## config.mk

```make
export PLATFORM = sky130hd
export DESIGN_NAME = vram_block_copy_fill_engine
export DESIGN_NICKNAME = d
export VERILOG_FILES = /design/src/inc/blit_pkg.sv /design/src/hdl/pixel_combine.sv /design/src/hdl/vram_block_copy_fill_engine.sv
export VERILOG_INCLUDE_DIRS = /design/src /design/src/inc
export SDC_FILE = /design/constraint.sdc
export NUM_CORES = 1
export LEC_CHECK = 0
export BUFFER_PORTS_ARGS = -buffer_cell sky130_fd_sc_hd__buf_2
export CORE_UTILIZATION = 30
export DETAILED_ROUTE_END_ITERATION = 16
export HOLD_SLACK_MARGIN = 0.06
export SYNTH_ARGS = -nofsm -noshare
export SYNTH_HDL_FRONTEND = slang
export SYNTH_SLANG_ARGS = --single-unit
```

## constraint.sdc

```tcl
create_clock -name clk_sys_i -period 3.5 [get_ports clk_sys_i]
set_clock_uncertainty 0.1 [all_clocks]
set_input_delay 0.7 -clock clk_sys_i [delete_from_list [all_inputs] [get_ports clk_sys_i]]
set_output_delay 0.7 -clock clk_sys_i [all_outputs]
set_load 0.01 [all_outputs]
```

## src/inc/blit_defs.svh

```systemverilog
// Constants for the vram block copy and fill engine
`ifndef BLIT_DEFS_SVH
`define BLIT_DEFS_SVH

`define CB_W 152
`define CB_LAST 5'h12
`define CB_SRC_ADR 5'h00
`define CB_SRC_STEP 5'h03
`define CB_DST_ADR 5'h05
`define CB_DST_STEP 5'h08
`define CB_WIDTH 5'h0A
`define CB_HEIGHT 5'h0C
`define CB_AND 5'h0D
`define CB_XOR 5'h0E
`define CB_COL 5'h0F
`define CB_ZOOM 5'h10
`define CB_PAT 5'h11
`define CB_CTRL 5'h12

`define ZOOM_SKIP_BIT 3
`define PAT_EN_BIT 7
`define CTRL_DST_VERT 7
`define CTRL_DST_HORIZ 6
`define CTRL_SRC_VERT 5
`define CTRL_SRC_HORIZ 4
`define CTRL_NEXT 3

`define MODE_COPY 3'h0
`define MODE_OVER 3'h1
`define MODE_ADD 3'h2
`define MODE_OR 3'h3
`define MODE_AND 3'h4
`define MODE_XOR 3'h5
`define MODE_NIB 3'h6

`define ADR_RST 19'h00000
`define BYTE_RST 8'h00

`endif

```

## src/inc/blit_pkg.sv

```systemverilog
// Types of the vram block copy and fill engine
`include "blit_defs.svh"
package blit_pkg;

typedef enum logic [3:0] {
    S_IDLE, S_FETCH, S_BLOCK_INIT, S_PIX, S_SRC_RD, S_OUT, S_DST_RD,
    S_DST_WR, S_STEP, S_END
} state_t;

typedef struct packed {
    state_t st;
    logic [`CB_W-1:0] cmd;
    logic [4:0] fcnt;
    logic [18:0] fetch_adr, list_adr, src_base, src_work;
    logic [18:0] dst_base, dst_work;
    logic [7:0] srcv, wdata, coll;
    logic [8:0] x_cnt;
    logic [7:0] y_cnt;
    logic [2:0] zx, zy;
    logic [5:0] pat;
    logic irq_en, irq_flag;
} engine_state_t;

endpackage

```

## src/hdl/pixel_combine.sv

```systemverilog
// Combine unit: mode logic, transparency and collision capture
`timescale 1ns/10ps
`include "blit_defs.svh"
module pixel_combine
    import blit_pkg::*;
(
    input wire logic [2:0] mode_i,
    input wire logic [7:0] src_i,
    input wire logic [7:0] dst_i,
    input wire logic [7:0] col_mask_i,
    input wire logic [7:0] coll_i,
    output logic write_o,
    output logic [7:0] wdata_o,
    output logic [7:0] coll_o
);
    logic nz;
    logic hit;

    always_comb
    begin
        nz = (src_i != 8'h00);
        hit = nz && ((dst_i & col_mask_i) != 8'h00);
        write_o = 1'b0;
        wdata_o = src_i;
        coll_o = coll_i;
        case (mode_i)
            `MODE_COPY: write_o = 1'b1;
            `MODE_OVER:
            begin
                write_o = nz;
                if (hit)
                    coll_o = dst_i;
            end
            `MODE_ADD, `MODE_OR, `MODE_XOR:
            begin
                write_o = nz;
                if (hit)
                    coll_o = dst_i;
                if (mode_i == `MODE_ADD)
                    wdata_o = 8'(dst_i + src_i);
                else if (mode_i == `MODE_OR)
                    wdata_o = dst_i | src_i;
                else
                    wdata_o = dst_i ^ src_i;
            end
            `MODE_AND:
            begin
                write_o = 1'b1;
                wdata_o = dst_i & src_i;
                if (hit)
                    coll_o = dst_i;
            end
            `MODE_NIB:
            begin
                write_o = nz;
                // nibble-wise transparency, low mask nibble for both
                if (src_i[3:0] != 4'h0)
                begin
                    if ((dst_i[3:0] & col_mask_i[3:0]) != 4'h0)
                        coll_o[3:0] = dst_i[3:0];
                end
                else
                    wdata_o[3:0] = dst_i[3:0];
                if (src_i[7:4] != 4'h0)
                begin
                    if ((dst_i[7:4] & col_mask_i[3:0]) != 4'h0)
                        coll_o[7:4] = dst_i[7:4];
                end
                else
                    wdata_o[7:4] = dst_i[7:4];
            end
            default: write_o = 1'b0; // reserved mode leaves memory alone
        endcase
    end
endmodule // pixel_combine

```

## src/hdl/vram_block_copy_fill_engine.sv

```systemverilog
// Two-dimensional block copy and fill engine over video RAM
`timescale 1ns/10ps
`include "blit_defs.svh"
module vram_block_copy_fill_engine
    import blit_pkg::*;
(
    input wire logic clk_sys_i,
    input wire logic rst_n_i,
    input wire logic ce_i,
    input wire logic [2:0] list_adr_write_i,
    input wire logic [7:0] list_adr_byte_i,
    input wire logic start_write_i,
    input wire logic start_bit_i,
    input wire logic irq_write_i,
    input wire logic done_irq_enable_i,
    output logic [18:0] list_pointer_o,
    output logic busy_o,
    output logic block_fetch_flag_o,
    output logic done_irq_o,
    output logic [7:0] collision_code_o,
    output logic mem_req_o,
    output logic mem_we_o,
    output logic [18:0] mem_addr_o,
    output logic [7:0] mem_wdata_o,
    input wire logic mem_ack_i,
    input wire logic [7:0] mem_rdata_i
);
    engine_state_t s;
    engine_state_t next_s;

    function automatic logic [7:0] cb_byte(input logic [`CB_W-1:0] c,
                                           input logic [4:0] i);
        cb_byte = c[{i, 3'h0} +: 8];
    endfunction

    function automatic logic [18:0] adr19(input logic [`CB_W-1:0] c,
                                          input logic [4:0] i);
        logic [7:0] hi;
        hi = cb_byte(c, 5'(i + 5'h02));
        adr19 = {hi[2:0], cb_byte(c, 5'(i + 5'h01)), cb_byte(c, i)};
    endfunction

    function automatic logic [11:0] step12(input logic [`CB_W-1:0] c,
                                           input logic [4:0] i);
        logic [7:0] hi;
        hi = cb_byte(c, 5'(i + 5'h01));
        step12 = {hi[3:0], cb_byte(c, i)};
    endfunction

    // wraps modulo the 19-bit space
    function automatic logic [18:0] walk(input logic [18:0] a,
                                         input logic [11:0] d,
                                         input logic down);
        walk = down ? 19'(a - {7'h00, d}) : 19'(a + {7'h00, d});
    endfunction

    logic [7:0] and_m, xor_m, col_m, zoom, patb, ctrl, height, width_hi;
    logic [2:0] mode, zoom_x, zoom_y;
    logic [11:0] src_step, dst_step, dst_inc;
    logic [8:0] width;
    logic [5:0] pat_w;
    logic const_src, pat_en, need_rd;
    logic [7:0] cmb_dst, cmb_wdata, cmb_coll;
    logic cmb_we;
    logic [18:0] dst_line, src_line;

    assign and_m = cb_byte(s.cmd, `CB_AND);
    assign xor_m = cb_byte(s.cmd, `CB_XOR);
    assign col_m = cb_byte(s.cmd, `CB_COL);
    assign zoom = cb_byte(s.cmd, `CB_ZOOM);
    assign patb = cb_byte(s.cmd, `CB_PAT);
    assign ctrl = cb_byte(s.cmd, `CB_CTRL);
    assign height = cb_byte(s.cmd, `CB_HEIGHT);
    assign mode = ctrl[2:0];
    assign zoom_x = zoom[2:0];
    assign zoom_y = zoom[6:4];
    assign src_step = step12(s.cmd, `CB_SRC_STEP);
    assign dst_step = step12(s.cmd, `CB_DST_STEP);
    assign width_hi = cb_byte(s.cmd, 5'(`CB_WIDTH + 5'h01));
    assign width = {width_hi[0], cb_byte(s.cmd, `CB_WIDTH)};
    assign pat_en = patb[`PAT_EN_BIT];
    assign pat_w = patb[5:0];
    assign const_src = ((~and_m ^ xor_m) == 8'hFF);
    assign dst_inc = zoom[`ZOOM_SKIP_BIT] ? 12'h002 : 12'h001;
    assign dst_line = walk(s.dst_base, dst_step, ctrl[`CTRL_DST_VERT]);
    assign src_line = walk(s.src_base, src_step, ctrl[`CTRL_SRC_VERT]);

    // destination read only where the mode needs the old value
    always_comb
    begin
        case (mode)
            `MODE_COPY: need_rd = 1'b0;
            `MODE_OVER: need_rd = (s.srcv != 8'h00)
                                  && (col_m != 8'h00);
            `MODE_AND: need_rd = 1'b1;
            `MODE_ADD, `MODE_OR, `MODE_XOR, `MODE_NIB:
                need_rd = (s.srcv != 8'h00);
            default: need_rd = 1'b0;
        endcase
    end

    assign cmb_dst = (s.st == S_DST_RD) ? mem_rdata_i : `BYTE_RST;

    pixel_combine u_combine (
        .mode_i(mode),
        .src_i(s.srcv),
        .dst_i(cmb_dst),
        .col_mask_i(col_m),
        .coll_i(s.coll),
        .write_o(cmb_we),
        .wdata_o(cmb_wdata),
        .coll_o(cmb_coll)
    );

    always_comb
    begin
        next_s = s;
        if (list_adr_write_i[0])
            next_s.list_adr[7:0] = list_adr_byte_i;
        if (list_adr_write_i[1])
            next_s.list_adr[15:8] = list_adr_byte_i;
        if (list_adr_write_i[2])
            next_s.list_adr[18:16] = list_adr_byte_i[2:0];
        if (irq_write_i)
        begin
            next_s.irq_en = done_irq_enable_i;
            next_s.irq_flag = 1'b0;
        end
        case (s.st)
            S_IDLE:
                if (start_write_i && start_bit_i)
                begin
                    next_s.st = S_FETCH;
                    next_s.fetch_adr = s.list_adr;
                    next_s.fcnt = 5'h00;
                end
            S_FETCH:
                if (mem_ack_i)
                begin
                    // first byte ends at the bottom of the record
                    next_s.cmd = {mem_rdata_i, s.cmd[`CB_W-1:8]};
                    next_s.fetch_adr = 19'(s.fetch_adr + 19'h00001);
                    next_s.fcnt = 5'(s.fcnt + 5'h01);
                    if (s.fcnt == `CB_LAST)
                        next_s.st = S_BLOCK_INIT;
                end
            S_BLOCK_INIT:
            begin
                next_s.src_base = adr19(s.cmd, `CB_SRC_ADR);
                next_s.src_work = adr19(s.cmd, `CB_SRC_ADR);
                next_s.dst_base = adr19(s.cmd, `CB_DST_ADR);
                next_s.dst_work = adr19(s.cmd, `CB_DST_ADR);
                next_s.x_cnt = 9'h000;
                next_s.y_cnt = 8'h00;
                next_s.zx = 3'h0;
                next_s.zy = 3'h0;
                next_s.pat = 6'h00;
                next_s.st = S_PIX;
            end
            S_PIX:
                if (const_src)
                begin
                    next_s.srcv = xor_m;
                    next_s.st = S_OUT;
                end
                else
                    next_s.st = S_SRC_RD;
            S_SRC_RD:
                if (mem_ack_i)
                begin
                    next_s.srcv = (mem_rdata_i & and_m) ^ xor_m;
                    next_s.st = S_OUT;
                end
            S_OUT:
                if (need_rd)
                    next_s.st = S_DST_RD;
                else
                begin
                    next_s.wdata = cmb_wdata;
                    next_s.st = cmb_we ? S_DST_WR : S_STEP;
                end
            S_DST_RD:
                if (mem_ack_i)
                begin
                    next_s.wdata = cmb_wdata;
                    next_s.coll = cmb_coll;
                    next_s.st = cmb_we ? S_DST_WR : S_STEP;
                end
            S_DST_WR:
                if (mem_ack_i)
                    next_s.st = S_STEP;
            S_STEP:
            begin
                next_s.st = S_PIX;
                next_s.dst_work = walk(s.dst_work, dst_inc,
                                       ctrl[`CTRL_DST_HORIZ]);
                if (s.zx != zoom_x)
                begin
                    next_s.zx = 3'(s.zx + 3'h1);
                    next_s.st = S_OUT;
                end
                else if (s.x_cnt != width)
                begin
                    next_s.zx = 3'h0;
                    next_s.x_cnt = 9'(s.x_cnt + 9'h001);
                    if (pat_en && (s.pat == pat_w))
                    begin
                        next_s.pat = 6'h00;
                        next_s.src_work = s.src_base;
                    end
                    else
                    begin
                        next_s.pat = 6'(s.pat + 6'h01);
                        next_s.src_work = walk(s.src_work, 12'h001,
                                               ctrl[`CTRL_SRC_HORIZ]);
                    end
                end
                else
                begin
                    // width exhausted: pattern cut short here
                    next_s.zx = 3'h0;
                    next_s.x_cnt = 9'h000;
                    next_s.pat = 6'h00;
                    next_s.dst_base = dst_line;
                    next_s.dst_work = dst_line;
                    next_s.src_work = s.src_base;
                    if (s.zy != zoom_y)
                        next_s.zy = 3'(s.zy + 3'h1);
                    else if (s.y_cnt != height)
                    begin
                        next_s.zy = 3'h0;
                        next_s.y_cnt = 8'(s.y_cnt + 8'h01);
                        next_s.src_base = src_line;
                        next_s.src_work = src_line;
                    end
                    else
                        next_s.st = S_END;
                end
            end
            S_END:
                if (ctrl[`CTRL_NEXT])
                begin
                    next_s.st = S_FETCH;
                    next_s.fcnt = 5'h00;
                end
                else
                begin
                    next_s.st = S_IDLE;
                    if (next_s.irq_en)
                        next_s.irq_flag = 1'b1;
                end
            default: next_s.st = S_IDLE;
        endcase
        // abort overrides the next state from any state but S_IDLE
        if (start_write_i && !start_bit_i && (s.st != S_IDLE))
            next_s.st = S_IDLE;
    end

    always_ff @(posedge clk_sys_i or negedge rst_n_i)
    begin
        if (!rst_n_i)
            s <= '0;
        else if (ce_i)
            s <= next_s;
    end

    assign busy_o = (s.st != S_IDLE) && (s.st != S_FETCH);
    assign block_fetch_flag_o = (s.st == S_FETCH);
    assign done_irq_o = s.irq_flag;
    assign collision_code_o = s.coll;
    assign list_pointer_o = s.list_adr;
    assign mem_req_o = (s.st == S_FETCH) || (s.st == S_SRC_RD)
                       || (s.st == S_DST_RD) || (s.st == S_DST_WR);
    assign mem_we_o = (s.st == S_DST_WR);
    assign mem_wdata_o = s.wdata;
    assign mem_addr_o = (s.st == S_FETCH) ? s.fetch_adr :
                        (s.st == S_SRC_RD) ? s.src_work : s.dst_work;
endmodule // vram_block_copy_fill_engine

```

* Word level (Yosys, flattened, before mapping)
Cells that the tools add are included.
** Storage, ports and cells
- Input port bits :: 27
- Output and inout port bits :: 59
- Bits in registers :: 330
** Operators by class
- Eq/ne operators :: 46
- Reductions and logical operators :: 48
- Muxes and demuxes :: 72
- Add/subtract/negate cells :: 16
- Bitwise logic cells :: 10
** Operator list (count)
- two-way mux 180 bit :: 1
- two-way mux 19 bit :: 9
- one-hot mux 76 bit (2 select lines) :: 1
- two-way mux 38 bit :: 3
- two-way mux 8 bit :: 10
- two-way mux 76 bit :: 1
- two-way mux 4 bit :: 18
- one-hot mux 29 bit (2 select lines) :: 1
- one-hot mux 8 bit (2 select lines) :: 3
- one-hot mux 4 bit (10 select lines) :: 1
- adder 19 x 1 -> 19 bit (second input constant) :: 2
- adder 19 x 12 -> 19 bit :: 2
- one-hot mux 19 bit (2 select lines) :: 1
- subtractor 19 x 12 -> 19 bit :: 2
- bitwise AND 8 bit :: 3
- two-way mux 24 bit :: 1
- one-hot mux 8 bit (3 select lines) :: 1
- nonzero test 8 bit :: 3
- bitwise XOR 8 bit :: 3
- AND reduction 7 bit :: 3
- != test 2 bit (second input constant) :: 10
- nonzero test 4 bit :: 5
- adder 19 x 2 -> 19 bit :: 1
- subtractor 19 x 1 -> 19 bit (second input constant) :: 1
- other kinds (54) :: 106

* Logic depth before layout (Yosys ltp)
- Word-level depth :: 9
- Depth in mapped cells :: 16
- Gate-level depth less buffers :: 16

* Modules after synthesis
From an unflattened synthesis, not the netlist that was laid out.
** Unflattened totals
- Cell total of the unflattened synthesis :: 2114
- Area total of the unflattened synthesis :: 20368.3 µm²
** By module, submodules not included
- vram_block_copy_fill_engine :: cells an instance 1956, instances 1, area an instance 19147.1 µm², seq. area each 8257.9 µm²
- pixel_combine :: cells an instance 158, instances 1, area an instance 1221.2 µm², seq. area each 0.0 µm²

* Worst setup path before layout
No wires, ideal clock.
- Kind :: flip-flop to flip-flop
- From :: register s (netlist bit dst_step[3])
- To :: register s[71] (netlist name)
- Cell stages (with the launch flop) :: 15
- Clock period less this slack :: 3.392 ns
- Setup slack :: 0.108 ns
- Arrival :: 3.157 ns
- Required time :: 3.265 ns
- Path through :: dfrtp_1 nor3_1 nand3_1 nor3_1 a21oi_1 xnor2_1 ha_1 a21oi_1 o21bai_1 a211oi_1 o21ai_1 a311o_1 a22oi_1 a21boi_0 o21ai_0
** Between the ends
- Longest elaborated chain between the ends :: 5
** Ends and longest elaborated chain
- start: declaration :: line vram_block_copy_fill_engine.sv:28 : engine_state_t s;
- start signal: assignment :: line vram_block_copy_fill_engine.sv:264 : s <= next_s;
- adder 19 x 12 -> 19 bit / subtractor 19 x 12 -> 19 bit (equally long branches) :: line vram_block_copy_fill_engine.sv:54 : walk = down ? 19'(a - {7'h00, d}) : 19'(a + {7'h00, d});
- two-way mux 19 bit * :: line vram_block_copy_fill_engine.sv:54
- two-way mux 38 bit * :: line vram_block_copy_fill_engine.sv:202 : else if (s.x_cnt != width)
- two-way mux 76 bit * :: line vram_block_copy_fill_engine.sv:197 : if (s.zx != zoom_x)
- one-hot mux 76 bit (2 select lines) * :: line vram_block_copy_fill_engine.sv:129 : case (s.st)
Mark *: on every way between the ends. The rest lies on a longest branch, timed or not. The select of a mux whose other input is x is not followed.
A chain may end at the register's enable or synchronous reset.

* Worst setup path in the final report
- From :: register s[201] (netlist name)
- To :: register s[111] (netlist name)
** Between the ends
- Longest elaborated chain between the ends :: 7
** Ends and longest elaborated chain
- adder 19 x 12 -> 19 bit / subtractor 19 x 12 -> 19 bit (equally long branches) :: line vram_block_copy_fill_engine.sv:54
- two-way mux 19 bit * :: line vram_block_copy_fill_engine.sv:54
- two-way mux 38 bit * :: line vram_block_copy_fill_engine.sv:229 : else if (s.y_cnt != height)
- two-way mux 38 bit * :: line vram_block_copy_fill_engine.sv:227 : if (s.zy != zoom_y)
- two-way mux 19 bit * :: line vram_block_copy_fill_engine.sv:202
- two-way mux 76 bit * :: line vram_block_copy_fill_engine.sv:197
- one-hot mux 76 bit (2 select lines) * :: line vram_block_copy_fill_engine.sv:129
Marks and branches as above.

==> flow_metrics.tcl <==
set metrics [dict create \
    hold_ws_ps 40.1 \
    cts_tree "yes" \
    cts.htree.levels 2 \
    reg2reg_slack_ps 40 \
    final-max-slew-violation-count 0 \
    yosysWarningCount 0 \
    drive_above_1_share_pct 22.0 \
    required_ps 3850 \
    synth_edf_count 0 \
    intPower_mw 13.9 \
    avgSynthCellArea_um2 9.42 \
    hold_buffers 0 \
    drc_errors 0 \
    overflow 0 \
    place.gp.congestion 0.932 \
    finalHoldViolations 0 \
    crit_type "reg -> reg" \
    r2r-end "s[111]$_DFFE_PN0P_" \
    total_power_mw 25.8 \
    fin_crit_ps 3460 \
    synth-adder-area-share_pct 6.50 \
    cellLeakagePower_nw 10.6 \
    nets 2391 \
    cp_data_arrival_time_ps 3810 \
    cts_max_path_buffers 3 \
    drt_wl_total_mm 60.2 \
    drtIter0Drc 1559 \
    worst_pin_slew_ps 832 \
    die_h_um 263 \
    netlist_instances 2163 \
    clk_latency_ps 560 \
    numCtsBuffers 38 \
    yosysUniqueCellTypes 87 \
    start_util_pct 30.3 \
    synth-simple-area-share_pct 13.8 \
    utilization_pct 35.1 \
    synth_seq_cells 330 \
    syn_to_final_growth_pct 15.7 \
    p_seq_share_pct 24.4 \
    io_pins 86 \
    fin_setup_tns_ps 0 \
    min_period_over_period_pct 98.7 \
    antenna_found_initial 0 \
    switching_share_pct 46.2 \
    reg2regPathDepth 15 \
    p_clk_share_pct 16.0 \
    ys_seq_area_share_pct 40.5 \
    syn_area_um2 20400 \
    num_rows 95 \
    portBuffers 85 \
    synth_top_family_by_area "compound AO/OA/AOI/OAI gates" \
    synthesis.nets 2292 \
    max-cap-violations 0 \
    grt_util_all_layers_pct 17.2 \
    power_frac_comb_pct 59.6 \
    setup.worst_path.start_class "flop" \
    crit_fanout 3 \
    clk_pin_slew_ps 60 \
    p_per_area_nw_per_um2 1090 \
    antenna_left 0 \
    dp_hpwl_mm 45.1 \
    status "complete, no violations" \
    coreArea_um2 67200 \
    r2r-start "s[201]$_DFFE_PN0P_" \
    synth_flop_cell "dfrtp_1" \
    finalSetupViolations 0 \
    irDropWorstVdd_v 0.000551 \
    synth_compound_area_share_pct 18.0 \
    async_flop_share_pct 100 \
    clockRootBuffer "clkbuf_16" \
    grt_max_degree 83 \
    end_kind "flop" \
    fmax_ghz 0.289 \
    die-width_um 263 \
    grt_pass1_vias 16500 \
    grt_pass1_wl_mm 95.1 \
    hp-class "in -> async" \
    drt-pass1-iter-count 5 \
    maxSlewHeadroom_pct 44.1 \
    cts_sinks 330 \
    synth_xor_area_share_pct 5.59 \
    antennaDiodeCount 0 \
    muxShareOfSynthArea_pct 10.9 \
    avgRoutedWirePerCell_um 19.0 \
    viasPerCell 5.33 \
    vias 16900 \
    die_area_um2 68900 \
    rsz0062_at_grt "yes" \
    switching_power_mw 11.9 \
]
## worst max-delay path: stages (launching register included)
cell	delay (ps)
dfrtp_1	380
or3_4	400
nor3b_2	200
and2b_1	190
a21oi_2	60
xnor2_1	130
ha_1	340
buf_6	140
o211a_4	130
o211ai_1	140
a21oi_2	110
nor3_2	230
nor3_1	70
a21oi_1	170
mux2_4	330
a211oi_2	240
## state kept, by name, indices dropped and copies added, names as in the netlist
signal	cells
s	242
dst_step	12
and_m	8
collision_code_o	8
patb	1
mem_wdata_o	8
height	8
list_pointer_o	19
pat_en	1
done_irq_o	1
pat_w	6
ctrl	8
col_m	8
## cells in the mapped netlist (all sizes together) (13+ instances only)
cell    count  area share, %
buf        78            2.5
a21o       24           0.88
o21a       22           0.81
a211oi     15           0.58
a31oi      39            1.2
ha         97            6.0
nor3       38           0.96
nand3      51            1.3
a22oi      23           0.85
xnor2      83            3.6
o21ai     194            4.8
nand4      22           0.75
o22ai      17           0.52
a21oi     157            4.0
nand2b     23           0.71
o211ai     13           0.48
and3       14           0.43
nor2      158            3.0
mux2      174            9.6
xor2       47            2.0
clkbuf     57            1.1
nor2b      18           0.55
dfrtp     330             41
inv        60            1.1
mux2i      26            1.3
a221oi     14           0.60
nand2     242            4.5
## per-layer routing
layer	vias up	GRT usage [%]	wire length (µm)
li1	7916	-	-
met1	8293	23.6	27100
met2	548	27.8	27900
met3	98	2.26	3350
met4	0	6.15	1810
met5	-	0	0
## metrics by stage
stage | area, µm² | setup slack [ps] | instances
floorplan | 20400 | 108 | 2163
global placement | 22100 | -22.4 | 3091
detailed placement | 22100 | -47.4 | 3091
CTS | 23400 | 11.1 | 3159
global route | 23600 | -139 | 3163
finish | 23600 | 44.5 | 3163
## repair_timing
| item | CTS | global route |
|---|---|---|
| endpoints found under the setup margin | 2 | 29 |
| pin swaps | 1 | 23 |
| gates resized for setup | 2 | 38 |
| hold endpoints to repair | 0 | 0 |
| buffers inserted | 0 | 4 |
## placed cells by master, fill, tap and decap left out, types with 7 or more instances in the layout
cell type / n
nand3_1: 51
nand2_1: 236
clkbuf_8: 13
buf_12: 7
o22ai_1: 17
nor4_1: 8
o211ai_1: 13
inv_1: 60
a31oi_1: 39
a21o_1: 24
mux2_2: 173
mux2i_1: 26
and3_1: 14
nor2_1: 154
nand2b_1: 23
o21a_1: 22
nand4_1: 21
a21oi_2: 14
ha_1: 97
buf_2: 84
clkbuf_16: 41
a21oi_1: 142
dfrtp_1: 330
buf_4: 101
o21bai_1: 9
o21ai_0: 177
o21ai_1: 13
a211oi_1: 12
nor2b_1: 18
xor2_1: 46
or3_1: 8
a221oi_1: 12
xnor2_1: 83
nor3_2: 7
o31ai_1: 9
a31o_2: 8
nor3_1: 31
a22oi_1: 21
## power groups by stage
stage	clock network (mW)	registers [mW]	logic [mW]
3_5_place_dp	0	6.35	14.4
5_1_grt	4.38	6.46	16.8
6_report	4.13	6.30	15.4
2_1_floorplan	0	5.76	10.5
4_1_cts	4.22	6.29	14.5
3_3_place_gp	0	6.32	14.2
## logic make-up (layout without fill, tap and decap cells)
logic type	Yosys count	count (layout)
buf+inv	197	324
xor+xnor	130	130
fa+ha+maj	103	103
simple gates	611	611
mux	200	200
compound gates	592	592
flops	330	330
## area by class of cell
| cell class | count | area, µm² |
|---|---|---|
| Fill cell | 6696 | 43600 |
| Multi-Input combinational cell | 1636 | 11300 |
| Sequential cell | 330 | 8260 |
| Timing Repair Buffer | 194 | 1350 |
| Clock buffer | 59 | 1220 |
| Tap cell | 873 | 1090 |
| Inverter | 62 | 233 |
| Clock inverter | 9 | 80.1 |
## worst max-delay path by stage
stage                     slack [ps]                 end  cells past startpoint                     from
after global routing            -140  s[111]$_DFFE_PN0P_                     15       s[201]$_DFFE_PN0P_
after global placement           -20  s[111]$_DFFE_PN0P_                     14       s[202]$_DFFE_PN0P_
final                             40  s[111]$_DFFE_PN0P_                     15       s[201]$_DFFE_PN0P_
after detailed placement         -50  s[111]$_DFFE_PN0P_                     14       s[202]$_DFFE_PN0P_
after CTS                         10   s[71]$_DFFE_PN0P_                     15  dst_step[4]$_DFFE_PN0P_
after floorplan                  110   s[71]$_DFFE_PN0P_                     14  dst_step[3]$_DFFE_PN0P_
Power figures use the tool's default switching activity.
